**config.mk**
```make
export PLATFORM = sky130hd
export DESIGN_NAME = erh_top
export DESIGN_NICKNAME = d
export VERILOG_FILES = /design/src/hdl/erh_pkg.sv /design/src/hdl/erh_top.sv
export VERILOG_INCLUDE_DIRS = /design/src /design/src/hdl
export SDC_FILE = /design/constraint.sdc
export NUM_CORES = 1
export LEC_CHECK = 0
export BUFFER_PORTS_ARGS = -buffer_cell sky130_fd_sc_hd__buf_4
export CAP_MARGIN = 5
export CORE_ASPECT_RATIO = 0.7
export CORE_MARGIN = 1.5
export CORE_UTILIZATION = 40
export DETAILED_ROUTE_END_ITERATION = 6
export GPL_ROUTABILITY_DRIVEN = 0
export MAX_ROUTING_LAYER = met4
export PLACE_DENSITY_LB_ADDON = 0.1
export RECOVER_POWER = 50
export SYNTH_ARGS = -nofsm -noshare
export SYNTH_HDL_FRONTEND = slang
export SYNTH_SLANG_ARGS = --single-unit
export TNS_END_PERCENT = 5
```
**constraint.sdc**
```tcl
create_clock -name i_mclk -period 9.1 [get_ports i_mclk]
set_input_delay 0 -clock i_mclk [delete_from_list [all_inputs] [get_ports i_mclk]]
set_output_delay 0 -clock i_mclk [all_outputs]
set_load 0.01 [all_outputs]
```
**src/hdl/erh_params.svh**
```systemverilog
`ifndef ERH_PARAMS_SVH
`define ERH_PARAMS_SVH

////////////////////////////////////////////////////////////////////////////////
// register byte offsets
`define ERH_OFS_CTRL      8'h00
`define ERH_OFS_FUNC_EN   8'h04
`define ERH_OFS_RID_BASE  8'h08
`define ERH_OFS_RP_TAG    8'h0c
`define ERH_OFS_STATUS    8'h10
`define ERH_OFS_PORT_AER  8'h14
`define ERH_OFS_FUNC_LOG  8'h18
`define ERH_OFS_COR_CNT   8'h1c
`define ERH_OFS_PSN_CNT   8'h20

////////////////////////////////////////////////////////////////////////////////
// control register fields
`define ERH_CTRL_REPORT_EN   0
`define ERH_CTRL_NF_AER      1
`define ERH_CTRL_FATAL_BCAST 2
`define ERH_CTRL_PSN_TRACK   3
`define ERH_CTRL_PSN_MSI     4
`define ERH_CTRL_TO_COLL     5

////////////////////////////////////////////////////////////////////////////////
// status register fields
`define ERH_STS_COR      0
`define ERH_STS_REC      1
`define ERH_STS_NF       2
`define ERH_STS_FATAL    3
`define ERH_STS_SCRUB    4
`define ERH_STS_PSN_RX   5
`define ERH_STS_NONFUNC  6
`define ERH_STS_BCAST    7

////////////////////////////////////////////////////////////////////////////////
// device message cause fields
`define ERH_MSI_COR      0
`define ERH_MSI_REC      1
`define ERH_MSI_NF       2
`define ERH_MSI_SCRUB    3
`define ERH_MSI_PSN      4

////////////////////////////////////////////////////////////////////////////////
// reset values
`define ERH_RST_CTRL     6'h00
`define ERH_RST_FUNC_EN  12'h000
`define ERH_RST_RID_BASE 16'h0000
`define ERH_RST_RP_TAG   8'h01

`endif

```
**src/hdl/erh_pkg.sv**
```systemverilog
package erh_pkg;

	typedef enum logic [1:0] {
		ERH_SEV_COR,
		ERH_SEV_NF,
		ERH_SEV_FATAL
	} erh_sev_t;

	typedef enum logic {
		ERH_KIND_CORRECTABLE_INTERNAL,
		ERH_KIND_UNCORRECTABLE_INTERNAL
	} erh_kind_t;

	// detected error event, one cycle
	typedef struct packed {
		logic       cor;
		logic       rec;
		logic       nf;
		logic       fatal;
		logic       scrub;
		logic       nonfunc;
		logic       from_root_port;
		logic [1:0] func;
	} erh_evt_t;

	// demand read from local memory
	typedef struct packed {
		logic        valid;
		logic        uc_err;
		logic [31:0] data;
	} erh_rd_t;

	// demand read answer
	typedef struct packed {
		logic        valid;
		logic        poison;
		logic [31:0] data;
	} erh_rdo_t;

	// data received from the host on any protocol
	typedef struct packed {
		logic        valid;
		logic [1:0]  proto;
		logic        poison;
		logic [31:0] data;
	} erh_rxp_t;

	// write into local storage
	typedef struct packed {
		logic        valid;
		logic        poison;
		logic [31:0] data;
	} erh_sto_t;

	// error message on the i/o protocol path
	typedef struct packed {
		logic       valid;
		erh_kind_t  kind;
		erh_sev_t   sev;
		logic [15:0] rid;
		logic [7:0] tag;
		logic       to_collector;
	} erh_msg_t;

	typedef struct packed {
		logic [5:0]  ctrl;
		logic [11:0] func_en;
		logic [15:0] rid_base;
		logic [7:0]  rp_tag;
		logic [7:0]  sts;
		logic [2:0]  port_aer;
		logic [11:0] func_log;
		logic [15:0] cor_cnt;
		logic [15:0] psn_cnt;
		logic [1:0]  last_proto;
		logic [2:0]  pend;
		logic [2:0]  pend_rp;
		logic [4:0]  msi_pend;
		logic        msi_valid;
		logic [4:0]  msi_cause;
		erh_msg_t    msg;
		erh_rdo_t    rdo;
		erh_sto_t    sto;
		logic        pready;
		logic        pslverr;
		logic [31:0] prdata;
	} erh_state_t;

endpackage : erh_pkg

```
**src/hdl/erh_top.sv**
```systemverilog
`timescale 1ns/100ps
`include "erh_params.svh"

module erh_top
	import erh_pkg::*;
(
	// clock and resets
	input  wire logic        i_mclk,
	input  wire logic        i_sys_rst,
	input  wire logic        i_warm_rst,
	// apb slave
	input  wire logic        i_psel,
	input  wire logic        i_penable,
	input  wire logic        i_pwrite,
	input  wire logic [7:0]  i_paddr,
	input  wire logic [31:0] i_pwdata,
	output logic             o_pready,
	output logic             o_pslverr,
	output logic [31:0]      o_prdata,
	// error events and data paths
	input  wire erh_evt_t    i_evt,
	input  wire erh_rd_t     i_rd,
	input  wire erh_rxp_t    i_rxp,
	output erh_rdo_t         o_rdo,
	output erh_sto_t         o_sto,
	// device message to the driver
	input  wire logic        i_msi_ready,
	output logic             o_msi_valid,
	output logic [4:0]       o_msi_cause,
	// error message toward the host
	input  wire logic        i_msg_ready,
	output erh_msg_t         o_msg,
	// containment broadcast status
	output logic             o_contain_bcast
);

	////////////////////////////////////////////////////////////////////////////
	// decode helpers

	function automatic logic reg_hit(input logic [7:0] a);
		reg_hit = (a == `ERH_OFS_CTRL) || (a == `ERH_OFS_FUNC_EN) || (a == `ERH_OFS_RID_BASE) ||
			(a == `ERH_OFS_RP_TAG) || (a == `ERH_OFS_STATUS) || (a == `ERH_OFS_PORT_AER) ||
			(a == `ERH_OFS_FUNC_LOG) || (a == `ERH_OFS_COR_CNT) || (a == `ERH_OFS_PSN_CNT);
	endfunction : reg_hit

	// lowest function enabled to send a message of this severity
	function automatic logic [2:0] pick_fn(input logic [11:0] en, input logic [1:0] sev);
		logic [3:0] row;
		row = en[4*sev +: 4];
		if (row[0]) begin
			pick_fn = 3'b100;
		end else if (row[1]) begin
			pick_fn = 3'b101;
		end else if (row[2]) begin
			pick_fn = 3'b110;
		end else if (row[3]) begin
			pick_fn = 3'b111;
		end else begin
			pick_fn = 3'b000;
		end
	endfunction : pick_fn

	function automatic erh_state_t cold_state();
		erh_state_t c;
		c = '0;
		c.ctrl = `ERH_RST_CTRL;
		c.func_en = `ERH_RST_FUNC_EN;
		c.rid_base = `ERH_RST_RID_BASE;
		c.rp_tag = `ERH_RST_RP_TAG;
		cold_state = c;
	endfunction : cold_state

	erh_state_t s_q;
	erh_state_t s_d;

	////////////////////////////////////////////////////////////////////////////
	// next state

	always_comb begin
		logic        acc;
		logic        wr;
		logic [31:0] rdv;
		logic        en;
		logic [2:0]  sev_set;
		logic [2:0]  rp_set;
		logic [4:0]  msi_set;
		logic [7:0]  sts_set;
		logic [2:0]  aer_set;
		logic [11:0] flog_set;
		logic [2:0]  fsev;
		logic        psn_bad;
		logic        psn_ok;
		logic [2:0]  taken;
		logic [2:0]  pk;
		logic [1:0]  sidx;
		acc = 1'b0;
		wr = 1'b0;
		rdv = 32'h0000_0000;
		en = 1'b0;
		sev_set = 3'b000;
		rp_set = 3'b000;
		msi_set = 5'h00;
		sts_set = 8'h00;
		aer_set = 3'b000;
		flog_set = 12'h000;
		fsev = 3'b000;
		psn_bad = 1'b0;
		psn_ok = 1'b0;
		taken = 3'b000;
		pk = 3'b000;
		sidx = 2'b00;
		s_d = s_q;

		// apb: one wait state, write lands on the edge that sees pready
		acc = i_psel && i_penable;
		wr = acc && s_q.pready && i_pwrite;
		s_d.pready = 1'b0;
		s_d.pslverr = 1'b0;
		if (i_paddr == `ERH_OFS_CTRL) begin
			rdv = {26'h0, s_q.ctrl};
		end else if (i_paddr == `ERH_OFS_FUNC_EN) begin
			rdv = {20'h0, s_q.func_en};
		end else if (i_paddr == `ERH_OFS_RID_BASE) begin
			rdv = {16'h0, s_q.rid_base};
		end else if (i_paddr == `ERH_OFS_RP_TAG) begin
			rdv = {24'h0, s_q.rp_tag};
		end else if (i_paddr == `ERH_OFS_STATUS) begin
			rdv = {22'h0, s_q.last_proto, s_q.sts};
		end else if (i_paddr == `ERH_OFS_PORT_AER) begin
			rdv = {29'h0, s_q.port_aer};
		end else if (i_paddr == `ERH_OFS_FUNC_LOG) begin
			rdv = {20'h0, s_q.func_log};
		end else if (i_paddr == `ERH_OFS_COR_CNT) begin
			rdv = {16'h0, s_q.cor_cnt};
		end else if (i_paddr == `ERH_OFS_PSN_CNT) begin
			rdv = {16'h0, s_q.psn_cnt};
		end
		if (acc && !s_q.pready) begin
			s_d.pready = 1'b1;
			s_d.pslverr = !reg_hit(i_paddr);
			s_d.prdata = i_pwrite ? 32'h0000_0000 : rdv;
		end

		// software selects the options before reporting starts
		if (wr && i_paddr == `ERH_OFS_CTRL) begin
			s_d.ctrl = i_pwdata[5:0];
		end else if (wr && i_paddr == `ERH_OFS_FUNC_EN) begin
			s_d.func_en = i_pwdata[11:0];
		end else if (wr && i_paddr == `ERH_OFS_RID_BASE) begin
			s_d.rid_base = i_pwdata[15:0];
		end else if (wr && i_paddr == `ERH_OFS_RP_TAG) begin
			s_d.rp_tag = i_pwdata[7:0];
		end else if (wr && i_paddr == `ERH_OFS_STATUS) begin
			s_d.sts = s_q.sts & ~i_pwdata[7:0];
		end else if (wr && i_paddr == `ERH_OFS_PORT_AER) begin
			s_d.port_aer = s_q.port_aer & ~i_pwdata[2:0];
		end else if (wr && i_paddr == `ERH_OFS_FUNC_LOG) begin
			s_d.func_log = s_q.func_log & ~i_pwdata[11:0];
		end else if (wr && i_paddr == `ERH_OFS_COR_CNT) begin
			s_d.cor_cnt = 16'h0000;
		end else if (wr && i_paddr == `ERH_OFS_PSN_CNT) begin
			s_d.psn_cnt = 16'h0000;
		end

		// demand read: poison the answer, raise no report
		s_d.rdo.valid = i_rd.valid;
		s_d.rdo.poison = i_rd.valid && i_rd.uc_err;
		s_d.rdo.data = i_rd.uc_err ? 32'h0000_0000 : i_rd.data;

		// received data: poison is never stored as good data
		psn_ok = i_rxp.valid && i_rxp.poison && s_q.ctrl[`ERH_CTRL_PSN_TRACK];
		psn_bad = i_rxp.valid && i_rxp.poison && !s_q.ctrl[`ERH_CTRL_PSN_TRACK];
		s_d.sto.valid = i_rxp.valid && !psn_bad;
		s_d.sto.poison = i_rxp.poison;
		s_d.sto.data = i_rxp.data;
		if (i_rxp.valid && i_rxp.poison) begin
			s_d.last_proto = i_rxp.proto;
		end

		// classify detected errors
		en = s_q.ctrl[`ERH_CTRL_REPORT_EN];
		if (en) begin
			sts_set[`ERH_STS_COR] = i_evt.cor;
			sts_set[`ERH_STS_REC] = i_evt.rec;
			sts_set[`ERH_STS_NF] = i_evt.nf || psn_bad;
			sts_set[`ERH_STS_FATAL] = i_evt.fatal;
			sts_set[`ERH_STS_SCRUB] = i_evt.scrub;
			sts_set[`ERH_STS_PSN_RX] = i_rxp.valid && i_rxp.poison;
			sts_set[`ERH_STS_NONFUNC] = i_evt.nonfunc && (i_evt.cor || i_evt.nf || i_evt.fatal);
			sts_set[`ERH_STS_BCAST] = i_evt.fatal && s_q.ctrl[`ERH_CTRL_FATAL_BCAST];
			msi_set[`ERH_MSI_COR] = i_evt.cor && !i_evt.nonfunc;
			msi_set[`ERH_MSI_REC] = i_evt.rec;
			msi_set[`ERH_MSI_NF] = i_evt.nf && !i_evt.nonfunc && !s_q.ctrl[`ERH_CTRL_NF_AER];
			msi_set[`ERH_MSI_SCRUB] = i_evt.scrub;
			msi_set[`ERH_MSI_PSN] = psn_ok && s_q.ctrl[`ERH_CTRL_PSN_MSI];
			sev_set[ERH_SEV_COR] = i_evt.cor && i_evt.nonfunc;
			sev_set[ERH_SEV_NF] = (i_evt.nf && (i_evt.nonfunc || s_q.ctrl[`ERH_CTRL_NF_AER])) ||
				psn_bad;
			sev_set[ERH_SEV_FATAL] = i_evt.fatal;
			rp_set = i_evt.from_root_port ? (sev_set & {1'b1, !psn_bad, 1'b1}) : 3'b000;
			fsev = {i_evt.fatal, i_evt.nf, i_evt.cor};
			if (i_evt.nonfunc) begin
				aer_set = fsev;
			end
			for (int f = 0; f < 4; f++) begin
				for (int v = 0; v < 3; v++) begin
					flog_set[4*v+f] = fsev[v] && (i_evt.nonfunc || i_evt.func == f[1:0]);
				end
			end
		end

		// sticky logs: set wins over a clear in the same cycle
		s_d.sts = s_d.sts | sts_set;
		s_d.port_aer = s_d.port_aer | aer_set;
		s_d.func_log = s_d.func_log | flog_set;
		if (en && i_evt.cor && s_d.cor_cnt != 16'hffff) begin
			s_d.cor_cnt = s_d.cor_cnt + 16'h0001;
		end
		if (en && i_rxp.valid && i_rxp.poison && s_d.psn_cnt != 16'hffff) begin
			s_d.psn_cnt = s_d.psn_cnt + 16'h0001;
		end

		// device message toward the driver
		if (!s_q.msi_valid || i_msi_ready) begin
			s_d.msi_valid = |s_q.msi_pend;
			s_d.msi_cause = s_q.msi_pend;
			s_d.msi_pend = 5'h00;
		end
		s_d.msi_pend = s_d.msi_pend | msi_set;

		// one pending message per severity; later ones merge into it
		if (!s_q.msg.valid || i_msg_ready) begin
			s_d.msg.valid = 1'b0;
			if (s_q.pend[ERH_SEV_FATAL]) begin
				sidx = 2'(ERH_SEV_FATAL);
			end else if (s_q.pend[ERH_SEV_NF]) begin
				sidx = 2'(ERH_SEV_NF);
			end else begin
				sidx = 2'(ERH_SEV_COR);
			end
			if (|s_q.pend) begin
				taken[sidx] = 1'b1;
				pk = pick_fn(s_q.func_en, sidx);
				s_d.msg.valid = pk[2];
				s_d.msg.sev = erh_sev_t'(sidx);
				s_d.msg.kind = (sidx == 2'(ERH_SEV_COR)) ? ERH_KIND_CORRECTABLE_INTERNAL :
					ERH_KIND_UNCORRECTABLE_INTERNAL;
				s_d.msg.rid = s_q.rid_base + {14'h0, pk[1:0]};
				s_d.msg.tag = !s_q.pend_rp[sidx] ? 8'h00 :
					(s_q.rp_tag == 8'h00 ? 8'h01 : s_q.rp_tag);
				s_d.msg.to_collector = s_q.ctrl[`ERH_CTRL_TO_COLL];
			end
		end
		s_d.pend = (s_q.pend & ~taken) | sev_set;
		s_d.pend_rp = (s_q.pend_rp & ~taken) | rp_set;

		// warm reset keeps only the logs
		if (i_warm_rst) begin
			s_d = cold_state();
			s_d.sts = s_q.sts;
			s_d.port_aer = s_q.port_aer;
			s_d.func_log = s_q.func_log;
			s_d.cor_cnt = s_q.cor_cnt;
			s_d.psn_cnt = s_q.psn_cnt;
			s_d.last_proto = s_q.last_proto;
		end
	end

	////////////////////////////////////////////////////////////////////////////
	// state register

	always_ff @(posedge i_mclk or posedge i_sys_rst) begin
		if (i_sys_rst) begin
			s_q <= cold_state();
		end else begin
			s_q <= s_d;
		end
	end

	////////////////////////////////////////////////////////////////////////////
	// outputs

	assign o_pready = s_q.pready;
	assign o_pslverr = s_q.pslverr;
	assign o_prdata = s_q.prdata;
	assign o_rdo = s_q.rdo;
	assign o_sto = s_q.sto;
	assign o_msi_valid = s_q.msi_valid;
	assign o_msi_cause = s_q.msi_cause;
	assign o_msg = s_q.msg;
	assign o_contain_bcast = s_q.sts[`ERH_STS_BCAST];

endmodule : erh_top

```
==> impl_metrics.sql, run 1 <==
INSERT INTO impl_metrics (metric_group, metric, value, unit) VALUES
('critical_path', 'timing.critical_path.from_type', 'input port', ''),
('power', 'power.leakage', '6.449', 'nW'),
('logic_synthesis', 'syn_area_per_cell', '9.750', 'um2'),
('logic_synthesis', 'synth_common_cells', '230 x sky130_fd_sc_hd__dfrtp_1, 158 x sky130_fd_sc_hd__nand2_1, 141 x sky130_fd_sc_hd__buf_4', ''),
('global_routing', 'grt_use_met1', '0.3703', ''),
('clocking', 'clkSinkCount', '231', ''),
('drt', 'drtPass1Iterations', '5', ''),
('logic_synthesis', 'main_combinational_cell_family_by_area_after_synthesis', 'simple AND/OR/NAND/NOR gates', ''),
('status', 'run_status', 'complete, but fails checks', ''),
('finish', 'share_of_layout_cells_above_drive_strength_1', '0.1369', ''),
('logic_synthesis', 'yosys-top-cells-area', 'sky130_fd_sc_hd__dfrtp_1 48%, sky130_fd_sc_hd__buf_4 8.9%, sky130_fd_sc_hd__nand2_1 5.0%', ''),
('sta', 'final_hold_violating_endpoints', '0', ''),
('critical_path', 'critPathMaxStageDelay', '3.70', 'ns'),
('sta', 'rsz0062_at_grt', 'false', ''),
('clocking', 'post_cts.resized_instances', '0', ''),
('floorplanning', 'chipWidth', '209.4', 'um'),
('power', 'power.share.sequential', '0.450', ''),
('power', 'fin_total_pwr', '0.002328', 'W'),
('power', 'share_clk_of_total_power', '0.467', ''),
('run', 'maxcap_viol_count', '2', ''),
('global_routing', 'grtUsageMet3', '0.04291', ''),
('min_path', 'hold_path_class', 'input port to register', ''),
('logic_synthesis', 'postSynth.asyncResetShare', '1.000', ''),
('floorplanning', 'die_h', '147.5', 'um'),
('finish', 'area_overhead_of_the_layout_relative_to_synthesis', '22.78', '%'),
('drt', 'wirelength', '36960', 'um'),
('power', 'p_comb_frac', '0.082', ''),
('critical_path', 'number_of_cells_on_the_critical_path', '4', ''),
('place', 'place_hpwl', '25650', 'um'),
('floorplanning', 'core_area', '0.02908', 'mm2'),
('logic_synthesis', 'synth.largest_area_cell', 'sky130_fd_sc_hd__dfrtp_1', ''),
('logic_synthesis', 'synth_top_area_share', '0.4827', ''),
('floorplanning', 'start_util', '0.4100', ''),
('sta', 'worst_pin_slew', '6.703', 'ns'),
('sta', 'final.min_clock_period', '5.201', 'ns'),
('min_path', 'hold-path-cell-count', '5', ''),
('critical_path', 'cp.required', '9.60', 'ns'),
('power', 'switching_share', '0.2372', ''),
('logic_synthesis', 'synth_simple_gate_area_share', '0.1931', ''),
('clocking', 'ctsLongestPathBuffers', '3', ''),
('critical_path', 'endpoint_kind', 'async pin', ''),
('sta', 'setup_total_negative_slack', '0', 'ns'),
('logic_synthesis', 'synth_most_common_cell', 'sky130_fd_sc_hd__dfrtp_1', ''),
('finish', 'area_of_the_multi_input_gates', '0.004862', 'mm2'),
('power', 'power.density', '159.0', 'mW/mm2'),
('status', 'violations_in_the_final_reports', 'capacitance limit, slew limit', ''),
('power', 'vdd.ir_drop.worst', '0.0001405', 'V'),
('floorplanning', 'die_area', '0.03087', 'mm2'),
('logic_synthesis', 'seq_cells_post_synth', '231', ''),
('global_routing', 'grt_pass1_wl', '56920', 'um'),
('drt', 'postRouteAntennaNets', '0', ''),
('drt', 'drt_first_iter_violations', '981', ''),
('finish', 'antenna_cells_inserted', '0', ''),
('global_routing', 'grt_start_max_net_pins', '151', ''),
('logic_synthesis', 'synth.cell_area', '0.01192', 'mm2'),
('logic_synthesis', 'post_synth_fa_ha_maj_area_fraction', '0.005876', ''),
('finish', 'n_fill_cell', '2753', ''),
('sta', 'slew_viol_final', '190', ''),
('clocking', 'cts_made_buffers', '25', ''),
('critical_path', 'worst-path-max-fanout', '150', ''),
('clocking', 'htreeDepth', '1', ''),
('logic_synthesis', 'synth-seq-area-share', '0.4849', ''),
('clocking', 'cts_tree', 'yes', ''),
('sta', 'report.final.setup_viol', '0', ''),
('critical_path', 'worst-setup-path-type', 'input port to async pin', ''),
('critical_path', 'worstPathCellList', 'dlygate4sd3_1, clkbuf_4, clkinvlp_2, buf_4', ''),
('sta', 'fmaxAchievable', '192.3', 'MHz'),
('power', 'total_switching_power', '0.0005522', 'W'),
('logic_synthesis', 'post_synthesis_share_of_cell_area_spent_on_xor_and_xnor_gates', '0.01836', ''),
('critical_path', 'worst-path-buf-inv', '4', ''),
('global_routing', 'overall_routing_resource_usage', '0.2444', '');
## cell families (layout without fill, tap and decap cells)
group,Yosys count,in the layout
muxes,31,31
adders and majority gates,5,5
xor gates and xnor gates,25,25
and+or+nand+nor,442,442
buffers and inverters,209,425
other,1,16
DFF,231,231
AOI/OAI and AO/OA,279,279
## routing by layer
metal	wire length, um	up-vias	share of wire
li1	-	4586	-
met1	18300	4879	0.50
met2	15530	379	0.42
met3	2600	42	0.070
met4	533	0	0.014
met5	0	-	0
## power by group through the flow
| stage | combinational (W) | clock [W] | sequential (W) |
|---|---|---|---|
| 3_5_place_dp | 0.000164 | 0 | 0.00107 |
| 4_1_cts | 0.000205 | 0.00111 | 0.00105 |
| 2_1_floorplan | 0.0000953 | 0 | 0.00107 |
| 3_3_place_gp | 0.000163 | 0 | 0.00107 |
| 6_report | 0.000192 | 0.00109 | 0.00105 |
| 5_1_grt | 0.000208 | 0.00116 | 0.00105 |
## worst reg2reg max path, delay by kind of cell (launching register included)
kind	cells	cell delay (ns)
flops	1	0.62
xor+xnor	1	0.18
simple gates	4	1.09
fa+ha+maj	2	0.45
mux	2	0.63
compound gates	2	0.32
## registers in the layout (all words and copies together), names as in the netlist
signal,count
o_contain_bcast,1
o_msg,29
o_msi_cause,5
o_msi_valid,1
o_prdata,16
o_pready,1
o_pslverr,1
o_rdo,34
o_sto,34
s_q,109
## placed cells by master (no fill, tap or decap), drive strengths merged, types with 13 or more instances in the layout
| cell type | instances |
|---|---|
| o21ai | 58 |
| conb | 16 |
| and3 | 13 |
| inv | 15 |
| nor3 | 21 |
| mux2i | 18 |
| a22o | 31 |
| nor2b | 46 |
| and2 | 47 |
| nand2 | 158 |
| clkbuf | 157 |
| dlygate4sd3 | 125 |
| nor2 | 52 |
| nor4 | 13 |
| buf | 117 |
| xnor2 | 15 |
| a22oi | 14 |
| nand4 | 14 |
| dfrtp | 230 |
| nand3 | 36 |
| a21oi | 72 |
## final cells by class
type / instances / share of cell area
Clock buffer: 33 / 0.04957
Tap cell: 378 / 0.03230
Timing Repair Buffer: 366 / 0.1775
Clock inverter: 11 / 0.009657
Sequential cell: 231 / 0.3949
Multi-Input combinational cell: 798 / 0.3321
Inverter: 15 / 0.003931
## path summary, 6_finish.rpt
| check | startpoint | end | slack, ns |
|---|---|---|---|
| setup / recovery | i_sys_rst | s_q[154] | 3.90 |
| hold / removal | i_psel | o_prdata[3] | 0.06 |
| setup reg to reg | s_q[146] | o_msg[23] | 5.70 |
| hold reg to reg | o_msg[11] | o_msg[11] | 0.48 |
| max in group i_mclk | i_warm_rst | s_q[142] | 5.18 |
| min in group asynchronous | i_sys_rst | o_msg[15] | 2.13 |
## repair_timing
action / CTS / global route
hold buffers: 125 / 0
endpoints found under the setup margin: 0 / 0
endpoints found under the hold margin: 312 / 0
setup buffers: 0 / 0
## through the flow
stage / worst slack, ns / instance area, um2 / hold WS (ns) / cells
final: 3.899 / 14640 / 0.05715 / 1832
after global routing: 2.761 / 14640 / 0.08847 / 1832
after CTS: 5.705 / 15110 / 0.02594 / 1832
after detailed placement: 5.742 / 12990 / 0.2120 / 1663
after global placement: 5.818 / 12990 / 0.2078 / 1663
after floorplan: 2.769 / 11980 / 0.1286 / 1238
No activity file was read; power rests on OpenSTA's default activity.
==> inputs of run 2 (changes only) <==
==> constraint.sdc (replaced) <==
create_clock -name i_mclk -period 4.2 [get_ports i_mclk]
set_input_delay 0 -clock i_mclk [delete_from_list [all_inputs] [get_ports i_mclk]]
set_output_delay 0 -clock i_mclk [all_outputs]
set_load 0.01 [all_outputs]
==> run 2 against run 1 <==
Against the previous run: the run still ends with capacitance limit, slew limit left; core utilization is 1.8 points higher; first-iteration DRC count decreased by 7.4%; worst setup slack worse by 3.1 ns; critical path depth increased by 7; design area rose by 3.5%; global-route usage grew 0.66 points; routed wire length increased by 1.7%; clock skew rose by 0.013 ns; critical path type is now register to register; largest cell class unchanged.
==> impl_metrics.sql, run 2 (synthesized netlist as in run 1, its figures left out) <==
INSERT INTO impl_metrics (metric_group, metric, value, unit) VALUES
('status', 'run_status', 'complete, but fails checks', ''),
('status', 'violations_in_the_final_reports', 'capacitance limit, slew limit', ''),
('clocking', 'htreeDepth', '1', ''),
('floorplanning', 'die_h', '147.5', 'um'),
('power', 'vdd.ir_drop.worst', '0.0003442', 'V'),
('min_path', 'hold-path-cell-count', '5', ''),
('floorplanning', 'core_area', '0.02908', 'mm2'),
('sta', 'setup_total_negative_slack', '0', 'ns'),
('sta', 'rsz0062_at_grt', 'false', ''),
('power', 'power.leakage', '6.892', 'nW'),
('sta', 'fin_skew', '0.03009', 'ns'),
('critical_path', 'worst_path_cell_with_the_longest_stage_delay', 'sky130_fd_sc_hd__nor4_1', ''),
('drt', 'wl_per_cell', '20.13', 'um'),
('critical_path', 'worst-path-buf-inv', '0', ''),
('drt', 'routed-via-count', '9973', ''),
('min_path', 'min_delay_worst_endpoint', 'o_prdata[10]', ''),
('critical_path', 'reg2reg_setup_slack', '0.80', 'ns'),
('clocking', 'clkSinkCount', '231', ''),
('critical_path', 'cp_common_cell', 'sky130_fd_sc_hd__nand3_1', ''),
('clocking', 'clkTransAtPathRegs', '0.06', 'ns'),
('global_routing', 'grt_start_max_net_pins', '117', ''),
('floorplanning', 'io-pin-count', '265', ''),
('finish', 'final_util', '0.5210', ''),
('finish', 'final_common_cell', 'sky130_fd_sc_hd__dfrtp_1', ''),
('global_routing', 'number_of_global_route_vias_before_repair', '9939', ''),
('critical_path', 'cp.required', '4.65', 'ns'),
('sta', 'slew_viol_final', '233', ''),
('min_path', 'min-delay-start', 'i_paddr[6]', ''),
('place', 'detailed_place.area', '0.01305', 'mm2'),
('critical_path', 'rr_startpoint', 's_q[146]', ''),
('min_path', 'hold_path_class', 'input port to register', ''),
('clocking', 'ctsLongestPathBuffers', '3', ''),
('sta', 'slew_headroom', '-1.012', ''),
('critical_path', 'worst-endpoint-arrival', '3.84', 'ns'),
('finish', 'area_overhead_of_the_layout_relative_to_synthesis', '27.06', '%'),
('drt', 'drt_first_iter_violations', '908', ''),
('sta', 'layout_worst_path_cycle_share', '0.8088', ''),
('critical_path', 'timing.critical_path.from_type', 'register', ''),
('critical_path', 'endpoint_kind', 'register', ''),
('clocking', 'cts_made_buffers', '26', ''),
('critical_path', 'worst-setup-path-type', 'register to register', ''),
('critical_path', 'critPathMaxStageDelay', '0.64', 'ns'),
('floorplanning', 'start_util', '0.4100', ''),
('run', 'maxcap_viol_count', '2', ''),
('critical_path', 'timing.critical_path.max_delay_family', 'simple AND/OR/NAND/NOR gates', ''),
('sta', 'final.min_clock_period', '3.397', 'ns'),
('place', 'place_hpwl', '25620', 'um'),
('sta', 'final_hold_violating_endpoints', '0', ''),
('critical_path', 'worstPathCellList', 'mux2_2, mux2i_1, nand2b_1, a21oi_1, ha_1, fa_1, nand3_1, nor4_1, nand3_1, xor2_1, o21ai_0', ''),
('global_routing', 'antenna_found_initial', '1', ''),
('floorplanning', 'placement_rows', '52', ''),
('clocking', 'cts_setup_buffers', '0', ''),
('sta', 'report.final.setup_viol', '0', ''),
('finish', 'share_of_layout_cells_above_drive_strength_1', '0.1821', ''),
('drt', 'postRouteAntennaNets', '0', ''),
('clocking', 'worst_skew_pair_later_pin_latency', '0.56', 'ns'),
('drt', 'wirelength', '37590', 'um'),
('finish', 'layout_common_cells', '230 x sky130_fd_sc_hd__dfrtp_1, 191 x sky130_fd_sc_hd__buf_4, 158 x sky130_fd_sc_hd__nand2_1', ''),
('floorplanning', 'die_area', '0.03087', 'mm2'),
('finish', 'max_flop_register', 's_q', ''),
('drt', 'drtPass1Iterations', '6', ''),
('place', 'count_of_buffers_inserted_at_the_top_level_ports', '232', ''),
('finish', 'finish.instance_area', '0.01515', 'mm2'),
('finish', 'largest_register_ff_count', '109', ''),
('clocking', 'post_cts.resized_instances', '0', ''),
('power', 'fin_total_pwr', '0.004927', 'W'),
('sta', 'fmaxAchievable', '294.4', 'MHz'),
('global_routing', 'gr-total-overflow', '0', ''),
('clocking', 'cts_tree', 'yes', ''),
('floorplanning', 'chipWidth', '209.4', 'um'),
('finish', 'n_fill_cell', '2699', ''),
('finish', 'fin_nets', '1601', ''),
('sta', 'worst_pin_slew', '3.017', 'ns'),
('drt', 'count_of_unresolved_drc_violations_after_routing', '0', ''),
('drt', 'via_per_inst', '5.342', ''),
('critical_path', 'worst_r2r_path_depth', '11', ''),
('power', 'power.density', '325.2', 'mW/mm2'),
('global_routing', 'grt_pass1_wl', '58430', 'um'),
('critical_path', 'worst_r2r_endpoint', 'o_msg[23]', ''),
('critical_path', 'worst-path-max-fanout', '11', ''),
('global_routing', 'overall_routing_resource_usage', '0.2510', ''),
('clocking', 'clk_root_buffer_cell', 'sky130_fd_sc_hd__clkbuf_16', '');
[run 2: cell count changes in the layout (fill, tap and decap cells not counted), sizes merged]
cell,previous run,this run
buf,117,191
bufinv,3,0
clkbuf,157,95
clkinv,7,6
clkinvlp,1,2
diode,0,1
dlygate4sd3,125,151
inv,15,14
[run 2: worst max-delay path by stage]
stage	from	to	slack, ns	cells past startpoint
after floorplan	i_sys_rst	o_contain_bcast	1.18	1
after global placement	s_q[146]	o_msg[23]	0.91	11
after detailed placement	s_q[146]	o_msg[23]	0.88	11
after CTS	s_q[146]	o_msg[23]	0.83	11
after global routing	s_q[146]	o_msg[23]	0.45	11
final	s_q[146]	o_msg[23]	0.80	11
[run 2: worst min-delay path: cells and delay by family]
| kind | cells | cell delay [ns] |
|---|---|---|
| buf+inv | 1 | 0.12 |
| compound gates | 2 | 0.23 |
| simple gates | 2 | 0.19 |
[run 2: routing by layer]
metal | vias up | wire (um) | track usage
met5 | - | 0 | -
met2 | 359 | 15950 | 0.3538
li1 | 4646 | - | -
met3 | 48 | 2694 | 0.04440
met4 | 0 | 698 | 0.05652
met1 | 4920 | 18250 | 0.3740
[run 2: layout make-up]
type | count | area, um2 | area share
Timing Repair Buffer | 397 | 3158 | 0.2084
Sequential cell | 231 | 5782 | 0.3816
Tap cell | 378 | 473.0 | 0.03122
Multi-Input combinational cell | 798 | 4862 | 0.3209
Clock buffer | 40 | 763.2 | 0.05038
Antenna cell | 1 | 2.502 | 0.0001652
Inverter | 15 | 57.56 | 0.003799
Clock inverter | 7 | 52.55 | 0.003468
[run 2: timing repair]
action | 4_1_cts | 5_1_grt
hold endpoints to repair | 393 | 0
endpoints found under the setup margin | 0 | 0
hold buffers | 151 | 0
[run 2: per-stage QoR]
step	hold WS, ns	worst slack, ns	instances
2_1_floorplan	0.1286	1.179	1238
3_3_place_gp	0.2081	0.9120	1668
3_5_place_dp	0.2118	0.8798	1668
4_1_cts	0.03826	0.8289	1866
5_1_grt	0.09114	0.4527	1867
6_report	0.03590	0.8031	1867
[run 2: where the power goes]
group / switching, W / leakage (nW) / internal, W
clock network: 0.000952 / 0.400 / 0.00125
registers: 0.0000120 / 3.14 / 0.00226
logic: 0.000234 / 3.35 / 0.000216
==> inputs of run 3 (changes only) <==
==> constraint.sdc (replaced) <==
create_clock -name i_mclk -period 3.39 [get_ports i_mclk]
set_input_delay 0 -clock i_mclk [delete_from_list [all_inputs] [get_ports i_mclk]]
set_output_delay 0 -clock i_mclk [all_outputs]
set_load 0.01 [all_outputs]
==> run 3 against run 2 <==
Against the previous run: the run still ends with capacitance limit, slew limit left; critical path depth rose by 1; core utilization barely moved; sequential cell count did not move; first-iteration DRC count rose by 3.5%; routed wire length fell by 0.79%; fmax rose by 17%; critical endpoint unchanged; clock power rose by 33%.
==> impl_metrics.sql, run 3 (synthesized netlist as in run 1, its figures left out) <==
INSERT INTO impl_metrics (metric_group, metric, value, unit) VALUES
('clocking', 'ctsLongestPathBuffers', '3', ''),
('finish', 'final_common_cell', 'sky130_fd_sc_hd__dfrtp_1', ''),
('floorplanning', 'start_util', '0.4100', ''),
('clocking', 'worst_skew_pair_later_pin_latency', '0.55', 'ns'),
('critical_path', 'worst-path-max-fanout', '5', ''),
('drt', 'count_of_unresolved_drc_violations_after_routing', '0', ''),
('clocking', 'cts_setup_buffers', '0', ''),
('sta', 'final.min_clock_period', '2.891', 'ns'),
('critical_path', 'worst-endpoint-arrival', '3.36', 'ns'),
('sta', 'fmaxAchievable', '345.8', 'MHz'),
('sta', 'setup_total_negative_slack', '0', 'ns'),
('finish', 'largest_register_ff_count', '109', ''),
('sta', 'rsz0062_at_grt', 'false', ''),
('global_routing', 'overall_routing_resource_usage', '0.2497', ''),
('global_routing', 'grt_start_max_net_pins', '129', ''),
('sta', 'slew_viol_final', '233', ''),
('clocking', 'clkSinkCount', '231', ''),
('sta', 'layout_worst_path_cycle_share', '0.8529', ''),
('status', 'run_status', 'complete, but fails checks', ''),
('drt', 'drtPass1Iterations', '5', ''),
('clocking', 'htreeDepth', '1', ''),
('finish', 'fin_nets', '1589', ''),
('floorplanning', 'core_area', '0.02908', 'mm2'),
('place', 'count_of_buffers_inserted_at_the_top_level_ports', '232', ''),
('power', 'power.leakage', '6.943', 'nW'),
('drt', 'wl_per_cell', '20.12', 'um'),
('sta', 'final_hold_violating_endpoints', '0', ''),
('critical_path', 'cp.required', '3.85', 'ns'),
('sta', 'fin_skew', '0.01356', 'ns'),
('critical_path', 'endpoint_kind', 'register', ''),
('global_routing', 'number_of_global_route_vias_before_repair', '9758', ''),
('critical_path', 'timing.critical_path.from_type', 'register', ''),
('place', 'place_hpwl', '26060', 'um'),
('global_routing', 'grt_pass1_wl', '58050', 'um'),
('floorplanning', 'chipWidth', '209.4', 'um'),
('power', 'power.density', '415.1', 'mW/mm2'),
('power', 'vdd.ir_drop.worst', '0.0002809', 'V'),
('finish', 'max_flop_register', 's_q', ''),
('drt', 'highest-signal-layer', 'met4', ''),
('clocking', 'clkTransAtPathRegs', '0.06', 'ns'),
('clocking', 'cts_tree', 'yes', ''),
('floorplanning', 'die_h', '147.5', 'um'),
('status', 'violations_in_the_final_reports', 'capacitance limit, slew limit', ''),
('sta', 'hold-worst-slack', '0.06021', 'ns'),
('floorplanning', 'placement_rows', '52', ''),
('critical_path', 'timing.critical_path.max_delay_family', 'simple AND/OR/NAND/NOR gates', ''),
('critical_path', 'critPathMaxStageDelay', '0.47', 'ns'),
('critical_path', 'worstPathCellList', 'mux2_2, mux2i_1, nand2b_1, a21oi_1, ha_1, fa_1, nand3_1, nor4_1, buf_4, nand3_1, xor2_1, o21ai_0', ''),
('drt', 'routed-via-count', '9922', ''),
('sta', 'slew_headroom', '-0.8038', ''),
('finish', 'share_of_layout_cells_above_drive_strength_1', '0.2103', ''),
('global_routing', 'gr-total-overflow', '0', ''),
('drt', 'wl_met1', '18070', 'um'),
('place', 'place_ws', '0.4928', 'ns'),
('critical_path', 'worst-setup-path-type', 'register to register', ''),
('drt', 'drt_first_iter_violations', '940', ''),
('floorplanning', 'die_area', '0.03087', 'mm2'),
('finish', 'area_overhead_of_the_layout_relative_to_synthesis', '27.03', '%'),
('critical_path', 'cp_common_cell', 'sky130_fd_sc_hd__nand3_1', ''),
('drt', 'routed-wl-met3', '2935', 'um'),
('clocking', 'clk_root_buffer_cell', 'sky130_fd_sc_hd__clkbuf_16', ''),
('finish', 'layout_common_cells', '230 x sky130_fd_sc_hd__dfrtp_1, 226 x sky130_fd_sc_hd__buf_4, 158 x sky130_fd_sc_hd__nand2_1', ''),
('critical_path', 'worst_path_cell_with_the_longest_stage_delay', 'sky130_fd_sc_hd__dfrtp_1', ''),
('sta', 'timing.final.ws_setup', '0.4985', 'ns'),
('clocking', 'cts_made_buffers', '26', ''),
('clocking', 'post_cts.resized_instances', '0', ''),
('sta', 'report.final.setup_viol', '0', ''),
('global_routing', 'antenna_found_initial', '0', ''),
('sta', 'worst_pin_slew', '2.706', 'ns'),
('run', 'maxcap_viol_count', '2', ''),
('critical_path', 'worst-path-buf-inv', '1', ''),
('drt', 'via_per_inst', '5.355', ''),
('critical_path', 'reg2reg_setup_slack', '0.50', 'ns'),
('drt', 'postRouteAntennaNets', '0', ''),
('drt', 'met2_wirelength', '15580', 'um'),
('drt', 'wirelength', '37290', 'um'),
('floorplanning', 'io-pin-count', '265', ''),
('min_path', 'hold_path_class', 'input port to register', '');
## run 3: changes by cell type in the layout (fill, tap and decap cells not counted), sizes merged
cell / before / now
clkbuf: 95 / 64
clkinv: 6 / 8
bufinv: 0 / 3
dlygate4sd3: 151 / 127
clkinvlp: 2 / 3
buf: 191 / 226
## run 3: per-layer routing
layer,global-route usage,vias up
met2,0.3450,358
met5,-,-
met4,0.05616,0
li1,-,4628
met1,0.3707,4886
met3,0.05460,50
## run 3: area by class of cell
| class | instances | area, um2 |
|---|---|---|
| fillers | 2643 | 13940 |
| multi-input cells | 798 | 4862 |
| inverters | 15 | 57.56 |
| clock inverters | 13 | 160.2 |
| diodes | 1 | 2.502 |
| repair buffers | 385 | 3097 |
| clock buffers | 32 | 713.2 |
| flip-flops and latches | 231 | 5782 |
| well taps | 378 | 473.0 |
## run 3: repair_timing
action / in CTS / in global routing
endpoints found under the hold margin: 394 / 0
hold buffers: 127 / 0
endpoints found under the setup margin: 0 / 0
## run 3: where the power goes
group | switching, W | internal, W
Clock | 0.00120 | 0.00172
Sequential | 0.0000154 | 0.00280
Combinational | 0.000286 | 0.000262
Total | 0.00150 | 0.00478
## run 3: path summary, 6_finish.rpt
check,startpoint,cells after the start,to
setup / recovery,s_q[146],12,o_msg[23]
min in group asynchronous,i_sys_rst,4,o_sto[23]
hold / removal,i_paddr[4],5,o_prdata[10]
hold reg to reg,o_msg[20],2,o_msg[20]
max in group asynchronous,i_sys_rst,4,s_q[178]
setup reg to reg,s_q[146],12,o_msg[23]
## run 3: worst register-to-register path, stage by stage (launching register included)
cell                       delay (ns)
sky130_fd_sc_hd__dfrtp_1         0.47
sky130_fd_sc_hd__mux2_2          0.36
sky130_fd_sc_hd__mux2i_1         0.23
sky130_fd_sc_hd__nand2b_1        0.09
sky130_fd_sc_hd__a21oi_1         0.15
sky130_fd_sc_hd__ha_1            0.21
sky130_fd_sc_hd__fa_1            0.23
sky130_fd_sc_hd__nand3_1         0.21
sky130_fd_sc_hd__nor4_1          0.29
sky130_fd_sc_hd__buf_4           0.18
sky130_fd_sc_hd__nand3_1         0.09
sky130_fd_sc_hd__xor2_1          0.15
sky130_fd_sc_hd__o21ai_0         0.14
## run 3: through the flow
step / total power [W] / cells / instance area (um2) / util
5_1_grt: 0.006500 / 1852 / 15140 / 0.5207
3_5_place_dp: 0.003315 / 1680 / 13140 / 0.4518
4_1_cts: 0.006379 / 1852 / 15280 / 0.5255
3_3_place_gp: 0.003313 / 1680 / 13140 / 0.4518
6_report: 0.006287 / 1853 / 15150 / 0.5208
2_1_floorplan: 0.003118 / 1238 / 11980 / -
